**src/lacs_pkg.sv**
```systemverilog
package lacs_pkg;

  // Link geometry: transceivers, channels per transceiver, word length.
  localparam int XCVR_MAX    = 3;
  localparam int CH_PER_XCVR = 8;
  localparam int CH_MAX      = XCVR_MAX * CH_PER_XCVR;
  localparam int WORD_BITS   = 32;
  localparam logic [3:0] LAST_SLOT = 4'h8;
  localparam logic [4:0] LAST_BIT  = 5'h1f;

  // Frame period and line supervision times.
  localparam int FRAME_US   = 125;
  localparam int SILENCE_MS = 2;
  // Least silence time, rounded up to whole frames.
  localparam int SILENCE_FRAMES = (SILENCE_MS * 1000 + FRAME_US - 1)
                                  / FRAME_US;
  localparam logic [4:0] SILENCE_CNT = 5'(SILENCE_FRAMES);
  // Clean frames needed before the line counts as activated.
  localparam logic [1:0] CLEAN_FRAMES = 2'h2;

  // Command codes written by software into a channel.
  localparam logic [3:0] DEACTIVATE_REQUEST_CMD = 4'h0;
  localparam logic [3:0] SOFT_RESET_CMD         = 4'h1;
  localparam logic [3:0] SINGLE_PULSE_TEST_CMD  = 4'h2;
  localparam logic [3:0] CONT_PULSE_TEST_CMD    = 4'h3;
  localparam logic [3:0] ACTIVATE_CMD           = 4'h8;
  localparam logic [3:0] LOOP_TWO_ACTIVATE_CMD  = 4'ha;
  localparam logic [3:0] ACTIVATED_CODE         = 4'hc;
  localparam logic [3:0] DEACTIVATE_CONFIRM_CMD = 4'hf;

  // Indication codes reported by a channel.
  localparam logic [3:0] TIMING_INDICATION    = 4'h0;
  localparam logic [3:0] RESYNC_INDICATION    = 4'h4;
  localparam logic [3:0] LINE_ONLY_ACT_IND    = 4'h7;
  localparam logic [3:0] ACTIVATE_REQ_IND     = 4'h8;
  localparam logic [3:0] ACTIVATED_INDICATION = 4'hc;
  localparam logic [3:0] DEACTIVATED_IND      = 4'hf;

  // Line signal selector carried in each channel command word.
  localparam logic [2:0] SIG_NONE        = 3'h0;
  localparam logic [2:0] SIG_SYNC        = 3'h1;
  localparam logic [2:0] SIG_USER_DATA   = 3'h2;
  localparam logic [2:0] SIG_TEST_SINGLE = 3'h3;
  localparam logic [2:0] SIG_TEST_CONT   = 3'h4;

  // Channel command word fields.
  localparam int CW_SIG_LSB = 0;
  localparam int CW_WAKE    = 3;
  localparam int CW_TBIT    = 4;
  // Channel status word fields.
  localparam int SW_SILENCE = 0;
  localparam int SW_WAKE    = 1;
  localparam int SW_RESP    = 2;
  localparam int SW_DATA    = 3;
  localparam int SW_FCV     = 4;

  // Register byte offsets and reset values.
  localparam logic [7:0] REG_CTRL       = 8'h00;
  localparam logic [7:0] REG_XCMD_BASE  = 8'h04;
  localparam logic [7:0] REG_XSTAT_BASE = 8'h10;
  localparam logic [7:0] REG_CH_BASE    = 8'h40;
  localparam logic [1:0] CTRL_RESET     = 2'h0;
  localparam logic [31:0] XCMD_RESET    = 32'h0000_0000;

  // Channel activation states.
  typedef enum logic [3:0] {
    ST_RESET      = 4'b0000,
    ST_TEST       = 4'b0001,
    ST_PEND_DEACT = 4'b0010,
    ST_WAIT_DR    = 4'b0011,
    ST_DEACT      = 4'b0100,
    ST_PEND_ACT   = 4'b0101,
    ST_SYNC       = 4'b0110,
    ST_ACTIVE     = 4'b0111,
    ST_RESYNC     = 4'b1000
  } lacs_state_type;

  // Position of one bit within the command/status frame.
  typedef struct packed {
    logic [1:0] xcvr;
    logic [3:0] slot;
    logic [4:0] bit_idx;
  } lacs_pos_type;

endpackage

```
**src/lacs_top.sv**
```systemverilog
`timescale 1ns/1ns
// Overview of operation
// Streams split into transceiver word then channel words.
// Bits go channel by channel, same link clock.
// One transceiver command word per connected transceiver.
// One command word per channel of each transceiver.
// Strap pins place each transceiver in its group.
// Transceivers return transceiver and channel status words.
// Reset pin or soft reset forces silent reset.
// Test state sends single or continuous alternating pulses.
// Test codes 0010 and 0011 accepted anywhere.
// Pending deactivation waits 2 ms silence or confirm.
// Deactivate request reaches pending deactivation from anywhere.
// Silence or confirm leads to wait-for-request state.
// Deactivated state wakes on terminal wake signal.
// Wake or activate enters pending activation, sends sync.
// Response signal moves channel to synchronized, sync continues.
// Two clean frames give activated, user data sent.
// Lost user data gives resync; response returns synchronized.
// Code 0000 deactivates, line sends no signal.
// Code 1000 activates; 1010 activates with loop, T set.
// Code 1100 clears T bit; 1111 acknowledges deactivation.
// Indicate 0111 when synchronous, 0100 when not.
// Indicate 1111 after deactivation, 0000 when deactivated.
// Each of 24 channels has own machine and registers.
module lacs_top (
  input  wire logic        clk_i,
  input  wire logic        rst_i,
  input  wire logic        wb_cyc_i,
  input  wire logic        wb_stb_i,
  input  wire logic        wb_we_i,
  input  wire logic [7:0]  wb_adr_i,
  input  wire logic [3:0]  wb_sel_i,
  input  wire logic [31:0] wb_dat_i,
  output logic      [31:0] wb_dat_o,
  output logic             wb_ack_o,
  input  wire logic        link_clk_i,
  input  wire logic        frame_sync_i,
  output logic             cmd_o,
  input  wire logic        stat_i
);

  //////////////////////////////////////////////////////////////////////////
  // Declarations.

  logic [1:0]  link_clk_sync;   // Link clock synchroniser.
  logic [1:0]  frame_sync_sync; // Frame sync synchroniser.
  logic [1:0]  stat_sync;       // Status line synchroniser.
  logic        link_clk_d;      // Previous synchronised link clock.
  logic        frame_sync_d;    // Previous synchronised frame sync.
  logic        link_rise;       // Link clock rising edge seen.
  logic        link_fall;       // Link clock falling edge seen.
  logic        frame_start;     // Frame sync rising edge seen.
  logic        frame_pending;   // Frame start waits for next link edge.

  lacs_pkg::lacs_pos_type tx_pos;  // Next bit to put on the line.
  lacs_pkg::lacs_pos_type cur_pos; // Bit now standing on the line.
  logic        frame_live;      // Stream running within a frame.
  logic [31:0] rx_shift;        // Status word being assembled.

  logic [1:0]  xcvr_count;                     // Connected transceivers.
  logic [31:0] xcvr_cmd  [lacs_pkg::XCVR_MAX]; // Transceiver commands.
  logic [31:0] xcvr_stat [lacs_pkg::XCVR_MAX]; // Transceiver status.

  logic [3:0]  ch_cmd    [lacs_pkg::CH_MAX];   // Last command per channel.
  logic [3:0]  ch_ind    [lacs_pkg::CH_MAX];   // Indication per channel.
  lacs_pkg::lacs_state_type ch_state [lacs_pkg::CH_MAX];
  logic [31:0] ch_word   [lacs_pkg::CH_MAX];   // Outgoing channel words.
  logic [lacs_pkg::CH_MAX-1:0] cmd_pulse;      // New command written.
  logic [lacs_pkg::CH_MAX-1:0] stat_pulse;     // New status word in.
  logic [4:0]  stat_bits;                      // Last status word fields.

  logic        wb_req;          // Bus request awaiting acknowledge.
  logic [4:0]  ch_sel;          // Channel addressed by the bus.
  logic        ch_hit;          // Address falls in channel window.
  logic [4:0]  tx_ch;           // Channel of the outgoing word.
  logic [4:0]  rx_ch;           // Channel of the incoming word.
  logic [31:0] next_tx_word;    // Word currently being shifted out.
  logic [31:0] next_rd_data;    // Read data for the current address.

  //////////////////////////////////////////////////////////////////////////
  // Link input synchronisers and edge detection.

  // Every link input passes two flip-flops before use.
  always_ff @(posedge clk_i) begin
    link_clk_sync   <= {link_clk_sync[0], link_clk_i};
    frame_sync_sync <= {frame_sync_sync[0], frame_sync_i};
    stat_sync       <= {stat_sync[0], stat_i};
  end

  // The delayed copies look only at the second synchroniser stage.
  always_ff @(posedge clk_i) begin
    if (rst_i) begin
      link_clk_d   <= 1'b0;
      frame_sync_d <= 1'b0;
    end else begin
      link_clk_d   <= link_clk_sync[1];
      frame_sync_d <= frame_sync_sync[1];
    end
  end

  assign link_rise   = link_clk_sync[1] & ~link_clk_d;
  assign link_fall   = ~link_clk_sync[1] & link_clk_d;
  assign frame_start = frame_sync_sync[1] & ~frame_sync_d;

  //////////////////////////////////////////////////////////////////////////
  // Frame position counter.

  // Channel index of the word at the transmit and receive positions.
  assign tx_ch = 5'(tx_pos.xcvr) * 5'h08 + 5'(tx_pos.slot) - 5'h01;
  assign rx_ch = 5'(cur_pos.xcvr) * 5'h08 + 5'(cur_pos.slot) - 5'h01;

  // A frame start rewinds the stream to transceiver 0, slot 0, bit 0.
  always_ff @(posedge clk_i) begin
    if (rst_i) begin
      tx_pos        <= '0;
      cur_pos       <= '0;
      frame_live    <= 1'b0;
      frame_pending <= 1'b0;
    end else if (frame_start) begin
      frame_pending <= 1'b1;
    end else if (link_rise) begin
      if (frame_pending) begin
        // First bit of the frame goes out now.
        cur_pos       <= '0;
        tx_pos        <= '{xcvr: 2'h0, slot: 4'h0, bit_idx: 5'h01};
        frame_live    <= 1'b1;
        frame_pending <= 1'b0;
      end else if (frame_live) begin
        cur_pos <= tx_pos;
        // Words run transceiver word first, then its channels.
        if (tx_pos.bit_idx != lacs_pkg::LAST_BIT) begin
          tx_pos.bit_idx <= tx_pos.bit_idx + 5'h01;
        end else begin
          tx_pos.bit_idx <= 5'h00;
          if (tx_pos.slot != lacs_pkg::LAST_SLOT) begin
            tx_pos.slot <= tx_pos.slot + 4'h1;
          end else begin
            tx_pos.slot <= 4'h0;
            tx_pos.xcvr <= tx_pos.xcvr + 2'h1;
          end
        end
        // The stream stops after the last connected transceiver.
        if (tx_pos.xcvr >= xcvr_count) begin
          frame_live <= 1'b0;
        end
      end
    end
  end

  //////////////////////////////////////////////////////////////////////////
  // Command stream transmitter.

  // Pick the transceiver word or the channel word for this slot.
  always_comb begin
    next_tx_word = '0;
    if (tx_pos.xcvr < xcvr_count) begin
      if (tx_pos.slot == 4'h0) begin
        next_tx_word = xcvr_cmd[tx_pos.xcvr];
      end else begin
        next_tx_word = ch_word[tx_ch];
      end
    end
  end

  // Bits leave least significant first, channel after channel.
  always_ff @(posedge clk_i) begin
    if (rst_i) begin
      cmd_o <= 1'b0;
    end else if (link_rise) begin
      if (frame_pending) begin
        cmd_o <= xcvr_count != 2'h0 ? xcvr_cmd[0][0] : 1'b0;
      end else if (frame_live) begin
        cmd_o <= next_tx_word[tx_pos.bit_idx];
      end else begin
        cmd_o <= 1'b0;
      end
    end
  end

  //////////////////////////////////////////////////////////////////////////
  // Status stream receiver.

  // Status is sampled on the falling link edge, in the same order as
  // the command words, so each transceiver lands in its own group.
  always_ff @(posedge clk_i) begin
    if (rst_i) begin
      rx_shift   <= '0;
      stat_pulse <= '0;
      stat_bits  <= '0;
      for (int i = 0; i < lacs_pkg::XCVR_MAX; i++) begin
        xcvr_stat[i] <= '0;
      end
    end else begin
      stat_pulse <= '0;
      if (link_fall && frame_live) begin
        rx_shift <= {stat_sync[1], rx_shift[31:1]};
        if (cur_pos.bit_idx == lacs_pkg::LAST_BIT) begin
          if (cur_pos.slot == 4'h0) begin
            xcvr_stat[cur_pos.xcvr] <= {stat_sync[1], rx_shift[31:1]};
          end else begin
            stat_bits         <= rx_shift[5:1];
            stat_pulse[rx_ch] <= 1'b1;
          end
        end
      end
    end
  end

  //////////////////////////////////////////////////////////////////////////
  // Per-channel activation machines.

  for (genvar c = 0; c < lacs_pkg::CH_MAX; c++) begin : g_ch
    logic [4:0] silent_cnt; // Consecutive silent frames.
    logic [1:0] clean_cnt;  // Consecutive frames without F-bit violation.
    logic       t_bit;      // Transparent T bit sent with the signal.
    logic       test_cont;  // Continuous rather than single test pulses.
    logic [2:0] line_sig;   // Signal the transceiver must put on line.
    logic       wake_en;    // Wake detector enable.

    // Signal to send and wake detector use follow from the state.
    always_comb begin
      line_sig = lacs_pkg::SIG_NONE;
      wake_en  = 1'b0;
      unique case (ch_state[c])
        lacs_pkg::ST_TEST: begin
          line_sig = test_cont ? lacs_pkg::SIG_TEST_CONT
                               : lacs_pkg::SIG_TEST_SINGLE;
        end
        lacs_pkg::ST_PEND_DEACT, lacs_pkg::ST_DEACT: begin
          wake_en = 1'b1;
        end
        lacs_pkg::ST_PEND_ACT, lacs_pkg::ST_SYNC,
        lacs_pkg::ST_RESYNC: begin
          line_sig = lacs_pkg::SIG_SYNC;
        end
        lacs_pkg::ST_ACTIVE: begin
          line_sig = lacs_pkg::SIG_USER_DATA;
        end
        lacs_pkg::ST_RESET, lacs_pkg::ST_WAIT_DR: begin
          line_sig = lacs_pkg::SIG_NONE;
        end
      endcase
    end

    always_comb begin
      ch_word[c] = '0;
      ch_word[c][lacs_pkg::CW_SIG_LSB +: 3] = line_sig;
      ch_word[c][lacs_pkg::CW_WAKE]         = wake_en;
      ch_word[c][lacs_pkg::CW_TBIT]         = t_bit;
    end

    // Commands take priority over a status word in the same cycle.
    always_ff @(posedge clk_i) begin
      if (rst_i) begin
        ch_state[c] <= lacs_pkg::ST_RESET;
        ch_ind[c]   <= lacs_pkg::TIMING_INDICATION;
        t_bit       <= 1'b0;
        test_cont   <= 1'b0;
        silent_cnt  <= '0;
        clean_cnt   <= '0;
      end else if (cmd_pulse[c]) begin
        silent_cnt <= '0;
        clean_cnt  <= '0;
        unique case (ch_cmd[c])
          lacs_pkg::DEACTIVATE_REQUEST_CMD: begin
            ch_state[c] <= lacs_pkg::ST_PEND_DEACT;
            ch_ind[c]   <= lacs_pkg::TIMING_INDICATION;
          end
          lacs_pkg::SOFT_RESET_CMD: begin
            ch_state[c] <= lacs_pkg::ST_RESET;
            ch_ind[c]   <= lacs_pkg::TIMING_INDICATION;
          end
          lacs_pkg::SINGLE_PULSE_TEST_CMD,
          lacs_pkg::CONT_PULSE_TEST_CMD: begin
            ch_state[c] <= lacs_pkg::ST_TEST;
            test_cont   <= ch_cmd[c][0];
          end
          lacs_pkg::ACTIVATE_CMD, lacs_pkg::LOOP_TWO_ACTIVATE_CMD: begin
            if (ch_state[c] == lacs_pkg::ST_WAIT_DR ||
                ch_state[c] == lacs_pkg::ST_DEACT) begin
              ch_state[c] <= lacs_pkg::ST_PEND_ACT;
              t_bit       <= ch_cmd[c][1];
            end
          end
          lacs_pkg::ACTIVATED_CODE: begin
            t_bit <= 1'b0;
          end
          lacs_pkg::DEACTIVATE_CONFIRM_CMD: begin
            if (ch_state[c] == lacs_pkg::ST_PEND_DEACT) begin
              ch_state[c] <= lacs_pkg::ST_WAIT_DR;
              ch_ind[c]   <= lacs_pkg::DEACTIVATED_IND;
            end else if (ch_state[c] == lacs_pkg::ST_WAIT_DR) begin
              ch_state[c] <= lacs_pkg::ST_DEACT;
              ch_ind[c]   <= lacs_pkg::TIMING_INDICATION;
            end
          end
          default: begin
            ch_state[c] <= ch_state[c];
          end
        endcase
      end else if (stat_pulse[c]) begin
        unique case (ch_state[c])
          lacs_pkg::ST_PEND_DEACT: begin
            // Only an unbroken run of silent frames counts.
            if (!stat_bits[lacs_pkg::SW_SILENCE]) begin
              silent_cnt <= '0;
            end else if (silent_cnt == lacs_pkg::SILENCE_CNT - 5'h01) begin
              ch_state[c] <= lacs_pkg::ST_WAIT_DR;
              ch_ind[c]   <= lacs_pkg::DEACTIVATED_IND;
              silent_cnt  <= '0;
            end else begin
              silent_cnt <= silent_cnt + 5'h01;
            end
          end
          lacs_pkg::ST_DEACT: begin
            if (stat_bits[lacs_pkg::SW_WAKE]) begin
              ch_state[c] <= lacs_pkg::ST_PEND_ACT;
              ch_ind[c]   <= lacs_pkg::ACTIVATE_REQ_IND;
            end
          end
          lacs_pkg::ST_PEND_ACT, lacs_pkg::ST_RESYNC: begin
            if (stat_bits[lacs_pkg::SW_RESP]) begin
              ch_state[c] <= lacs_pkg::ST_SYNC;
              ch_ind[c]   <= lacs_pkg::LINE_ONLY_ACT_IND;
              clean_cnt   <= '0;
            end
          end
          lacs_pkg::ST_SYNC: begin
            if (stat_bits[lacs_pkg::SW_FCV]) begin
              clean_cnt <= '0;
            end else if (clean_cnt == lacs_pkg::CLEAN_FRAMES - 2'h1) begin
              ch_state[c] <= lacs_pkg::ST_ACTIVE;
              ch_ind[c]   <= lacs_pkg::ACTIVATED_INDICATION;
            end else begin
              clean_cnt <= clean_cnt + 2'h1;
            end
          end
          lacs_pkg::ST_ACTIVE: begin
            if (!stat_bits[lacs_pkg::SW_DATA]) begin
              ch_state[c] <= lacs_pkg::ST_RESYNC;
              ch_ind[c]   <= lacs_pkg::RESYNC_INDICATION;
            end
          end
          lacs_pkg::ST_RESET, lacs_pkg::ST_TEST,
          lacs_pkg::ST_WAIT_DR: begin
            ch_state[c] <= ch_state[c];
          end
        endcase
      end
    end
  end

  //////////////////////////////////////////////////////////////////////////
  // Wishbone register slave.

  assign wb_req = wb_cyc_i & wb_stb_i & ~wb_ack_o;
  assign ch_sel = wb_adr_i[6:2] - 5'(lacs_pkg::REG_CH_BASE[7:2]);
  assign ch_hit = wb_adr_i >= lacs_pkg::REG_CH_BASE &&
                  ch_sel < 5'(lacs_pkg::CH_MAX) && wb_adr_i[1:0] == 2'h0;

  // Read data mux; unmapped addresses read as zero, except 0xc0 to 0xfc, which alias channels 0 to 15.
  always_comb begin
    next_rd_data = '0;
    if (ch_hit) begin
      next_rd_data = {20'h0, 4'(ch_state[ch_sel]), ch_cmd[ch_sel],
                      ch_ind[ch_sel]};
    end else begin
      unique case (wb_adr_i)
        lacs_pkg::REG_CTRL:           next_rd_data = {30'h0, xcvr_count};
        lacs_pkg::REG_XCMD_BASE:      next_rd_data = xcvr_cmd[0];
        lacs_pkg::REG_XCMD_BASE + 4:  next_rd_data = xcvr_cmd[1];
        lacs_pkg::REG_XCMD_BASE + 8:  next_rd_data = xcvr_cmd[2];
        lacs_pkg::REG_XSTAT_BASE:     next_rd_data = xcvr_stat[0];
        lacs_pkg::REG_XSTAT_BASE + 4: next_rd_data = xcvr_stat[1];
        lacs_pkg::REG_XSTAT_BASE + 8: next_rd_data = xcvr_stat[2];
        default:                      next_rd_data = '0;
      endcase
    end
  end

  // Every request is answered one cycle after it is seen.
  always_ff @(posedge clk_i) begin
    if (rst_i) begin
      wb_ack_o <= 1'b0;
      wb_dat_o <= '0;
    end else begin
      wb_ack_o <= wb_req;
      wb_dat_o <= wb_req && !wb_we_i ? next_rd_data : '0;
    end
  end

  // Control and transceiver command registers honour byte lanes.
  always_ff @(posedge clk_i) begin
    if (rst_i) begin
      xcvr_count <= lacs_pkg::CTRL_RESET;
      for (int i = 0; i < lacs_pkg::XCVR_MAX; i++) begin
        xcvr_cmd[i] <= lacs_pkg::XCMD_RESET;
      end
    end else if (wb_req && wb_we_i) begin
      if (wb_adr_i == lacs_pkg::REG_CTRL && wb_sel_i[0]) begin
        // Only zero to three transceivers can be connected.
        xcvr_count <= wb_dat_i[1:0];
      end
      for (int i = 0; i < lacs_pkg::XCVR_MAX; i++) begin
        if (wb_adr_i == lacs_pkg::REG_XCMD_BASE + 8'(4 * i)) begin
          for (int b = 0; b < 4; b++) begin
            if (wb_sel_i[b]) begin
              xcvr_cmd[i][8*b +: 8] <= wb_dat_i[8*b +: 8];
            end
          end
        end
      end
    end
  end

  // A channel command write stores the code and wakes that machine.
  always_ff @(posedge clk_i) begin
    if (rst_i) begin
      cmd_pulse <= '0;
      for (int i = 0; i < lacs_pkg::CH_MAX; i++) begin
        ch_cmd[i] <= lacs_pkg::SOFT_RESET_CMD;
      end
    end else begin
      cmd_pulse <= '0;
      if (wb_req && wb_we_i && ch_hit && wb_sel_i[0]) begin
        ch_cmd[ch_sel]    <= wb_dat_i[3:0];
        cmd_pulse[ch_sel] <= 1'b1;
      end
    end
  end

endmodule

```
**config.mk**
```make
export PLATFORM = sky130hd
export DESIGN_NAME = lacs_top
export DESIGN_NICKNAME = d
export VERILOG_FILES = /design/src/lacs_pkg.sv /design/src/lacs_top.sv
export SDC_FILE = /design/constraint.sdc
export NUM_CORES = 2
export LEC_CHECK = 0
export BUFFER_PORTS_ARGS = -buffer_cell sky130_fd_sc_hd__buf_4
export CAP_MARGIN = 20
export CORE_ASPECT_RATIO = 0.5
export CORE_MARGIN = 3
export CORE_UTILIZATION = 50
export DETAILED_ROUTE_END_ITERATION = 12
export MAX_ROUTING_LAYER = met4
export PLACE_DENSITY_LB_ADDON = 0.12
export SYNTH_ARGS = -nofsm -noshare
export SYNTH_HDL_FRONTEND = slang
export SYNTH_SLANG_ARGS = --single-unit
```
**constraint.sdc**
```tcl
create_clock -name clk_i -period 3.56 [get_ports clk_i]
set_clock_uncertainty 0.1 [all_clocks]
set_input_delay 0.356 -clock clk_i [delete_from_list [all_inputs] [get_ports clk_i]]
set_output_delay 0.356 -clock clk_i [all_outputs]
set_load 0.01 [all_outputs]
```
After elaboration in Yosys (flattened, before gate mapping) --
Memories as Yosys holds them, arrays and structs flattened. A register that Yosys moved wholly into a read port is not among the register bits. Index checks and enable logic that the tools add are counted.
Storage, ports and cells: bits in registers 369, memory bits (writable) 480, input bits 52, word-level logic and storage cells 4141, memories 5
Cells by class: $add $sub $neg 56, magnitude comparators 10, eq/ne operators 491, multiplexer cells 2467, bitwise gates (word level) 556, reductions and logical operators 438
Memories:
- ch_cmd | depth 24, width 4, read ports 25, clocked after Yosys merged registers in 0, wr ports 24, RTL line lacs_top.sv:65 | logic [3:0] ch_cmd [lacs_pkg::CH_MAX];
- ch_ind | depth 24, width 4, read ports 1, clocked after Yosys merged registers in 0, wr ports 24, RTL line lacs_top.sv:66 | logic [3:0] ch_ind [lacs_pkg::CH_MAX];
- ch_state | depth 24, width 4, read ports 25, clocked after Yosys merged registers in 0, wr ports 24, RTL line lacs_top.sv:67 | lacs_pkg::lacs_state_type ch_state [lacs_pkg::CH_MAX];
- xcvr_cmd | depth 3, width 32, read ports 4, clocked after Yosys merged registers in 1, wr ports 3, RTL line lacs_top.sv:62 | logic [31:0] xcvr_cmd [lacs_pkg::XCVR_MAX];
- xcvr_stat | depth 3, width 32, read ports 3, clocked after Yosys merged registers in 0, wr ports 3, RTL line lacs_top.sv:63 | logic [31:0] xcvr_stat [lacs_pkg::XCVR_MAX];
Operators with widths (count):
- 2-to-1 mux 4 bit | 530
- 2-to-1 mux 1 bit | 1710
- OR 1 bit | 540
- equality test 4 bit (second input constant) | 120
- equality test 4 x 2 -> 1 bit (second input constant) | 96
- equality test 4 x 3 -> 1 bit (second input constant) | 96
- 2-to-1 mux 5 bit | 50
- OR reduction 2 bit | 122
- case mux 32 bit (7 select lines) | 1
- case mux 3 bit (3 select lines) | 24
- logical NOT 4 bit | 50
- equality test 4 x 1 -> 1 bit (second input constant) | 48
- OR reduction 8 bit | 24
- binary-select mux 32 bit (select 5 bit) | 1
- 2-to-1 mux 32 bit | 5
- OR reduction 3 bit | 49
- adder 5 x 1 -> 5 bit (second input constant) | 25
- equality test 5 x 4 -> 1 bit (second input constant) | 24
- 2-to-1 mux 2 bit | 53
- nonzero test 2 bit | 51
- != test 2 bit (second input constant) | 50
- AND reduction 2 bit | 50
- AND reduction 4 bit | 25
- 2-to-1 mux 8 bit | 12
- other kinds (40) | 262

Depth between registers and ports, before layout --
An unclocked memory read counts as a cell.
depth in word-level cells 19, depth in mapped cells 14

Least setup slack after synthesis --
Ideal clock, no wire load.
kind reg-to-reg, start point reg tx_pos[5] in the netlist's numbering, end point reg cmd_o, arrival time 2592 ps, setup slack 743 ps, stages on the path, launching flop included 14, path buffers 3, period minus slack after synthesis 2817 ps, cells stage by stage dfxtp_1 -> buf_2 -> inv_1 -> clkbuf_1 -> ha_1 -> inv_1 -> clkbuf_1 -> nor4_1 -> a311o_1 -> a21o_1 -> a41oi_1 -> a211oi_1 -> a211oi_1 -> a21oi_1
On the way: cells in the longest elaborated chain, start to end 12, elaborated cells between the ends (all ways) 13, those cells by class add/sub (2); mux (9); bitwise (1); reduce/logical (1)
Ends and longest elaborated chain:
- from (decl) | RTL line lacs_top.sv:56 | lacs_pkg::lacs_pos_type tx_pos;
- from (signal assigned) | RTL line lacs_top.sv:126 | tx_pos <= '{xcvr: 2'h0, slot: 4'h0, bit_idx: 5'h01};
- adder 5 x 4 -> 5 bit | RTL line lacs_top.sv:110 | assign tx_ch = 5'(tx_pos.xcvr) * 5'h08 + 5'(tx_pos.slot) - 5'h01;
- subtractor 5 x 1 -> 5 bit | RTL line lacs_top.sv:110
- NOT 5 -> 6 bit (not written as such) | RTL line lacs_top.sv:161 | next_tx_word = ch_word[tx_ch];
- binary-select mux 32 bit (select 5 bit) | RTL line lacs_top.sv:161
- 2-to-1 mux 32 bit (not written as such) (2 in series) | RTL line lacs_top.sv:161
- 2-to-1 mux 32 bit (*) | RTL line lacs_top.sv:158 | if (tx_pos.slot == 4'h0) begin
- 2-to-1 mux 32 bit (*) | RTL line lacs_top.sv:157 | if (tx_pos.xcvr < xcvr_count) begin
- binary-select mux 1 bit (select 5 bit) (*) | RTL line lacs_top.sv:174 | cmd_o <= next_tx_word[tx_pos.bit_idx];
- 2-to-1 mux 1 bit (not written as such) (*) | RTL line lacs_top.sv:174
- 2-to-1 mux 1 bit (*) | RTL line lacs_top.sv:173 | end else if (frame_live) begin
- 2-to-1 mux 1 bit (*) | RTL line lacs_top.sv:171 | if (frame_pending) begin
- to (signal assigned) | RTL line lacs_top.sv:172 | cmd_o <= xcvr_count != 2'h0 ? xcvr_cmd[0][0] : 1'b0;
- to (signal assigned) | RTL line lacs_top.sv:174
- to (decl) | RTL line lacs_top.sv:39 | output logic cmd_o,
Mark *: on every way between the ends. The rest lies on a longest branch, timed or not. The select of a mux whose other input is x is not followed. A chain may end at the register's enable or synchronous reset.

Final worst setup path --
Ends and elaborated chain as after synthesis.

==> impl_metrics.env <==
export IMPL_dp_hpwl_um=106000
export IMPL_final_antenna_net_count=0
export IMPL_worstMarginPinSlew_ns=1.01
export IMPL_numCtsBuffers=78
export IMPL_initial_core_util_pct=50.7
export IMPL_crit_required_ns=4.02
export IMPL_power_mw=20.8
export IMPL_period_share_pct=89.4
export IMPL_yosys_top_cells_count="edfxtp_1 (488), nor2_1 (471), nand2_1 (459)"
export IMPL_portBuffers=85
export IMPL_clkLatencyLatePin_ns=0.70
export IMPL_grt_pass1_wl_um=218000
export IMPL_io_pins=86
export IMPL_placementRows=77
export IMPL_powerDensity_nw_per_um2=416
export IMPL_syn2layout_area_growth_pct=11.3
export IMPL_synth_mux_area_share_pct=7.36
export IMPL_yosys_area_share_xor_xnor_pct=0.956
export IMPL_critPathKind="flip-flop to flip-flop"
export IMPL_grt_usage_pct=31.7
export IMPL_critPathLaunchType="flip-flop"
export IMPL_fmax_ghz=0.314
export IMPL_htreeDepth=3
export IMPL_nets=4770
export IMPL_path_max_fanout=56
export IMPL_slew_violations=0
export IMPL_die_h_um=218
export IMPL_cp_arrival_ns=3.64
export IMPL_post_cts_buffers=0
export IMPL_cts_tree="done"
export IMPL_via_per_inst=6.31
export IMPL_hold_class="input port to flip-flop"
export IMPL_worstPathCellList="buf_4 -> nor3_1 -> a32oi_1 -> o2111ai_1 -> and4b_1 -> a41oi_1 -> a211oi_1 -> a211oi_1 -> a21oi_1"
export IMPL_max_cap_violations=0
export IMPL_dr_total_vias=37300
export IMPL_synth_compound_area_share_pct=12.8
export IMPL_critPathMaxStageDelay_ns=0.58
export IMPL_first_global_vias=34500
export IMPL_synth_edf_count=488
export IMPL_dominantRegCellSynth="edfxtp_1"
export IMPL_critPathBufInv=1
export IMPL_min_period_ns=3.18
export IMPL_routed_wl_um=146000
export IMPL_wl_per_cell_um=24.7
export IMPL_synth_async_sr_flop_share_pct=0
export IMPL_synthSimpleGateAreaFrac_pct=24.7
export IMPL_drt_iter0_markers=4877
export IMPL_grt_overflow_total=0
export IMPL_die_area_um2=93700
export IMPL_cpMaxStageDelayCell="buf_4"
export IMPL_synthAdderAreaFrac_pct=1.82
export IMPL_clock_tree_root_cell="clkbuf_16"
export IMPL_synth_seq_cells=858
export IMPL_clkSinkCount=858
export IMPL_max_slew_margin_pct=32.5
export IMPL_dr_max_layer_used="met4"
export IMPL_ys_types=81
export IMPL_hold_viol_final=0
export IMPL_max_vdd_ir_drop_uv=339
export IMPL_clock_path_buffers=3
export IMPL_setup_tns_ns=0
export IMPL_syn_inst=4587
export IMPL_cts_clk_slew_worst_paths_ns=0.07
export IMPL_status="completed"
export IMPL_detail_route_first_pass_iterations=8
export IMPL_wl_met1_um=62300
export IMPL_coreArea_um2=88600
export IMPL_drive_above_1_share_pct=11.8
export IMPL_synth_top_area_share_pct=32.6
export IMPL_p_leak_nw=17.7
export IMPL_netlist_top_cells_area="edfxtp_1 (33%), dfxtp_1 (16%), mux4_2 (5.1%)"
export IMPL_yosysWarnings=0
export IMPL_place_congestion=1.00
export IMPL_syn_area_um2=44900
export IMPL_die_w_um=430
export IMPL_yosysTopAreaCell="edfxtp_1"
export IMPL_grt_max_degree=64
export IMPL_drc=0
export IMPL_crit_top_cell="a211oi_1"
export IMPL_avgSynthCellArea_um2=9.79
export IMPL_cp_top_family="compound AO/OA/AOI/OAI gates"
export IMPL_grt_antenna_before_repair=11
export IMPL_rsz0062_at_grt="false"
export IMPL_met3WireLength_um=16300
export IMPL_detailroute_wirelength_met2_um=63100
export IMPL_synth_top_family_by_area="simple AND/OR/NAND/NOR gates"
export IMPL_synth_most_common_cell="edfxtp_1"
export IMPL_yosysSeqAreaShare_pct=49.1
export IMPL_setup_viol=0
export IMPL_critPathCaptureType="flip-flop"
## worst min-delay path, cell delays in order
cell,delay [ns]
buf_4,0.15
nand2_1,0.07
nor3_1,0.06
mux2i_1,0.12
nor2_1,0.07
## through the flow
step                      setup slack (ns)  util, %  hold WS [ns]  instances  area (um2)
after floorplan                      0.743        -         0.210       4618       45000
after global routing                 0.213     56.4        0.0521       5907       50000
final                                0.377     56.4        0.0702       5907       50000
after global placement               0.492     53.1         0.211       5724       47100
after CTS                            0.287     56.3        0.0275       5903       49900
after detailed placement             0.310     53.1         0.214       5724       47100
## layout by cell type, fill, tap and decap left out, types with 14 or more instances in the layout
master,instances
and2_1,245
clkinv_2,16
a21oi_1,293
clkbuf_16,78
dfxtp_1,364
buf_4,188
mux2_2,15
a32oi_1,22
edfxtp_1,488
xor2_1,34
and3_1,37
o21ai_0,177
conb_1,32
nand4_1,54
mux2i_1,73
o31ai_1,14
nor2b_1,102
dlygate4sd3_1,35
ha_1,61
nand3_1,197
inv_1,86
xnor2_1,15
a31o_2,15
nor3_1,98
or3_1,90
nand2b_1,88
a31oi_1,49
nor4_1,32
o41ai_1,33
nand3b_1,27
clkbuf_1,15
o211ai_1,29
or4_1,52
a22oi_1,130
nor2_1,466
or2_2,80
nand4b_1,16
nor3b_1,59
mux4_2,101
nand2_1,459
## final timing paths
check                    start       endpoint  slack [ns]  depth (start not counted)
setup / recovery     tx_pos[5]          cmd_o        0.38                          9
hold / removal     wb_sel_i[0]  xcvr_count[1]        0.07                          5
setup reg to reg     tx_pos[5]          cmd_o        0.38                          9
hold reg to reg   stat_sync[0]   stat_sync[1]        0.23                          0
## layout make-up
| type | instances | area, um2 |
|---|---|---|
| tap | 1185 | 1480 |
| timing repair buffer | 233 | 1960 |
| clock buffer | 101 | 2120 |
| inverter | 87 | 327 |
| fill | 7678 | 38700 |
| sequential | 858 | 22100 |
| multi-input combinational | 3396 | 21600 |
| antenna | 4 | 10.0 |
| clock inverter | 43 | 423 |
## sequential cells by signal (all words and copies together) (netlist names), 11 cells and up, named ones only
register and count:
ch_cmd 128, stat_pulse 24, g_ch.clean_cnt 48, ch_ind 72, rx_shift 31, g_ch.t_bit 24, xcvr_cmd 96, xcvr_stat 96
tx_pos 11, wb_dat_o 32, ch_state 96, g_ch.silent_cnt 120, cur_pos 11, cmd_pulse 24, g_ch.test_cont 24
## routing by layer
metal	vias to the layer above	track usage (%)
met2	1869	46.6
met1	18100	43.5
met5	-	-
met3	279	7.88
li1	17000	-
met4	0	8.93
## repair_timing
| action | CTS | global route |
|---|---|---|
| endpoints found under the hold margin | 99 | 0 |
| hold buffers | 35 | 0 |
| gates resized for setup | 0 | 1 |
| setup endpoints to repair | 0 | 1 |
## logic make-up after synthesis
kind of cell	count (synthesis)
buffers and inverters	364
AND/OR/NAND/NOR	2152
AO/OA/AOI/OAI	905
flip-flops	858
other	1
XOR/XNOR	49
adder cells (fa/ha/maj)	64
multiplexers	194
## report_power, final
part,internal (mW),switching [mW],leakage [nW]
logic,0.466,0.767,8.54
clock network,4.56,4.04,1.23
registers,10.7,0.265,7.91
Power figures use the tool's default switching activity.
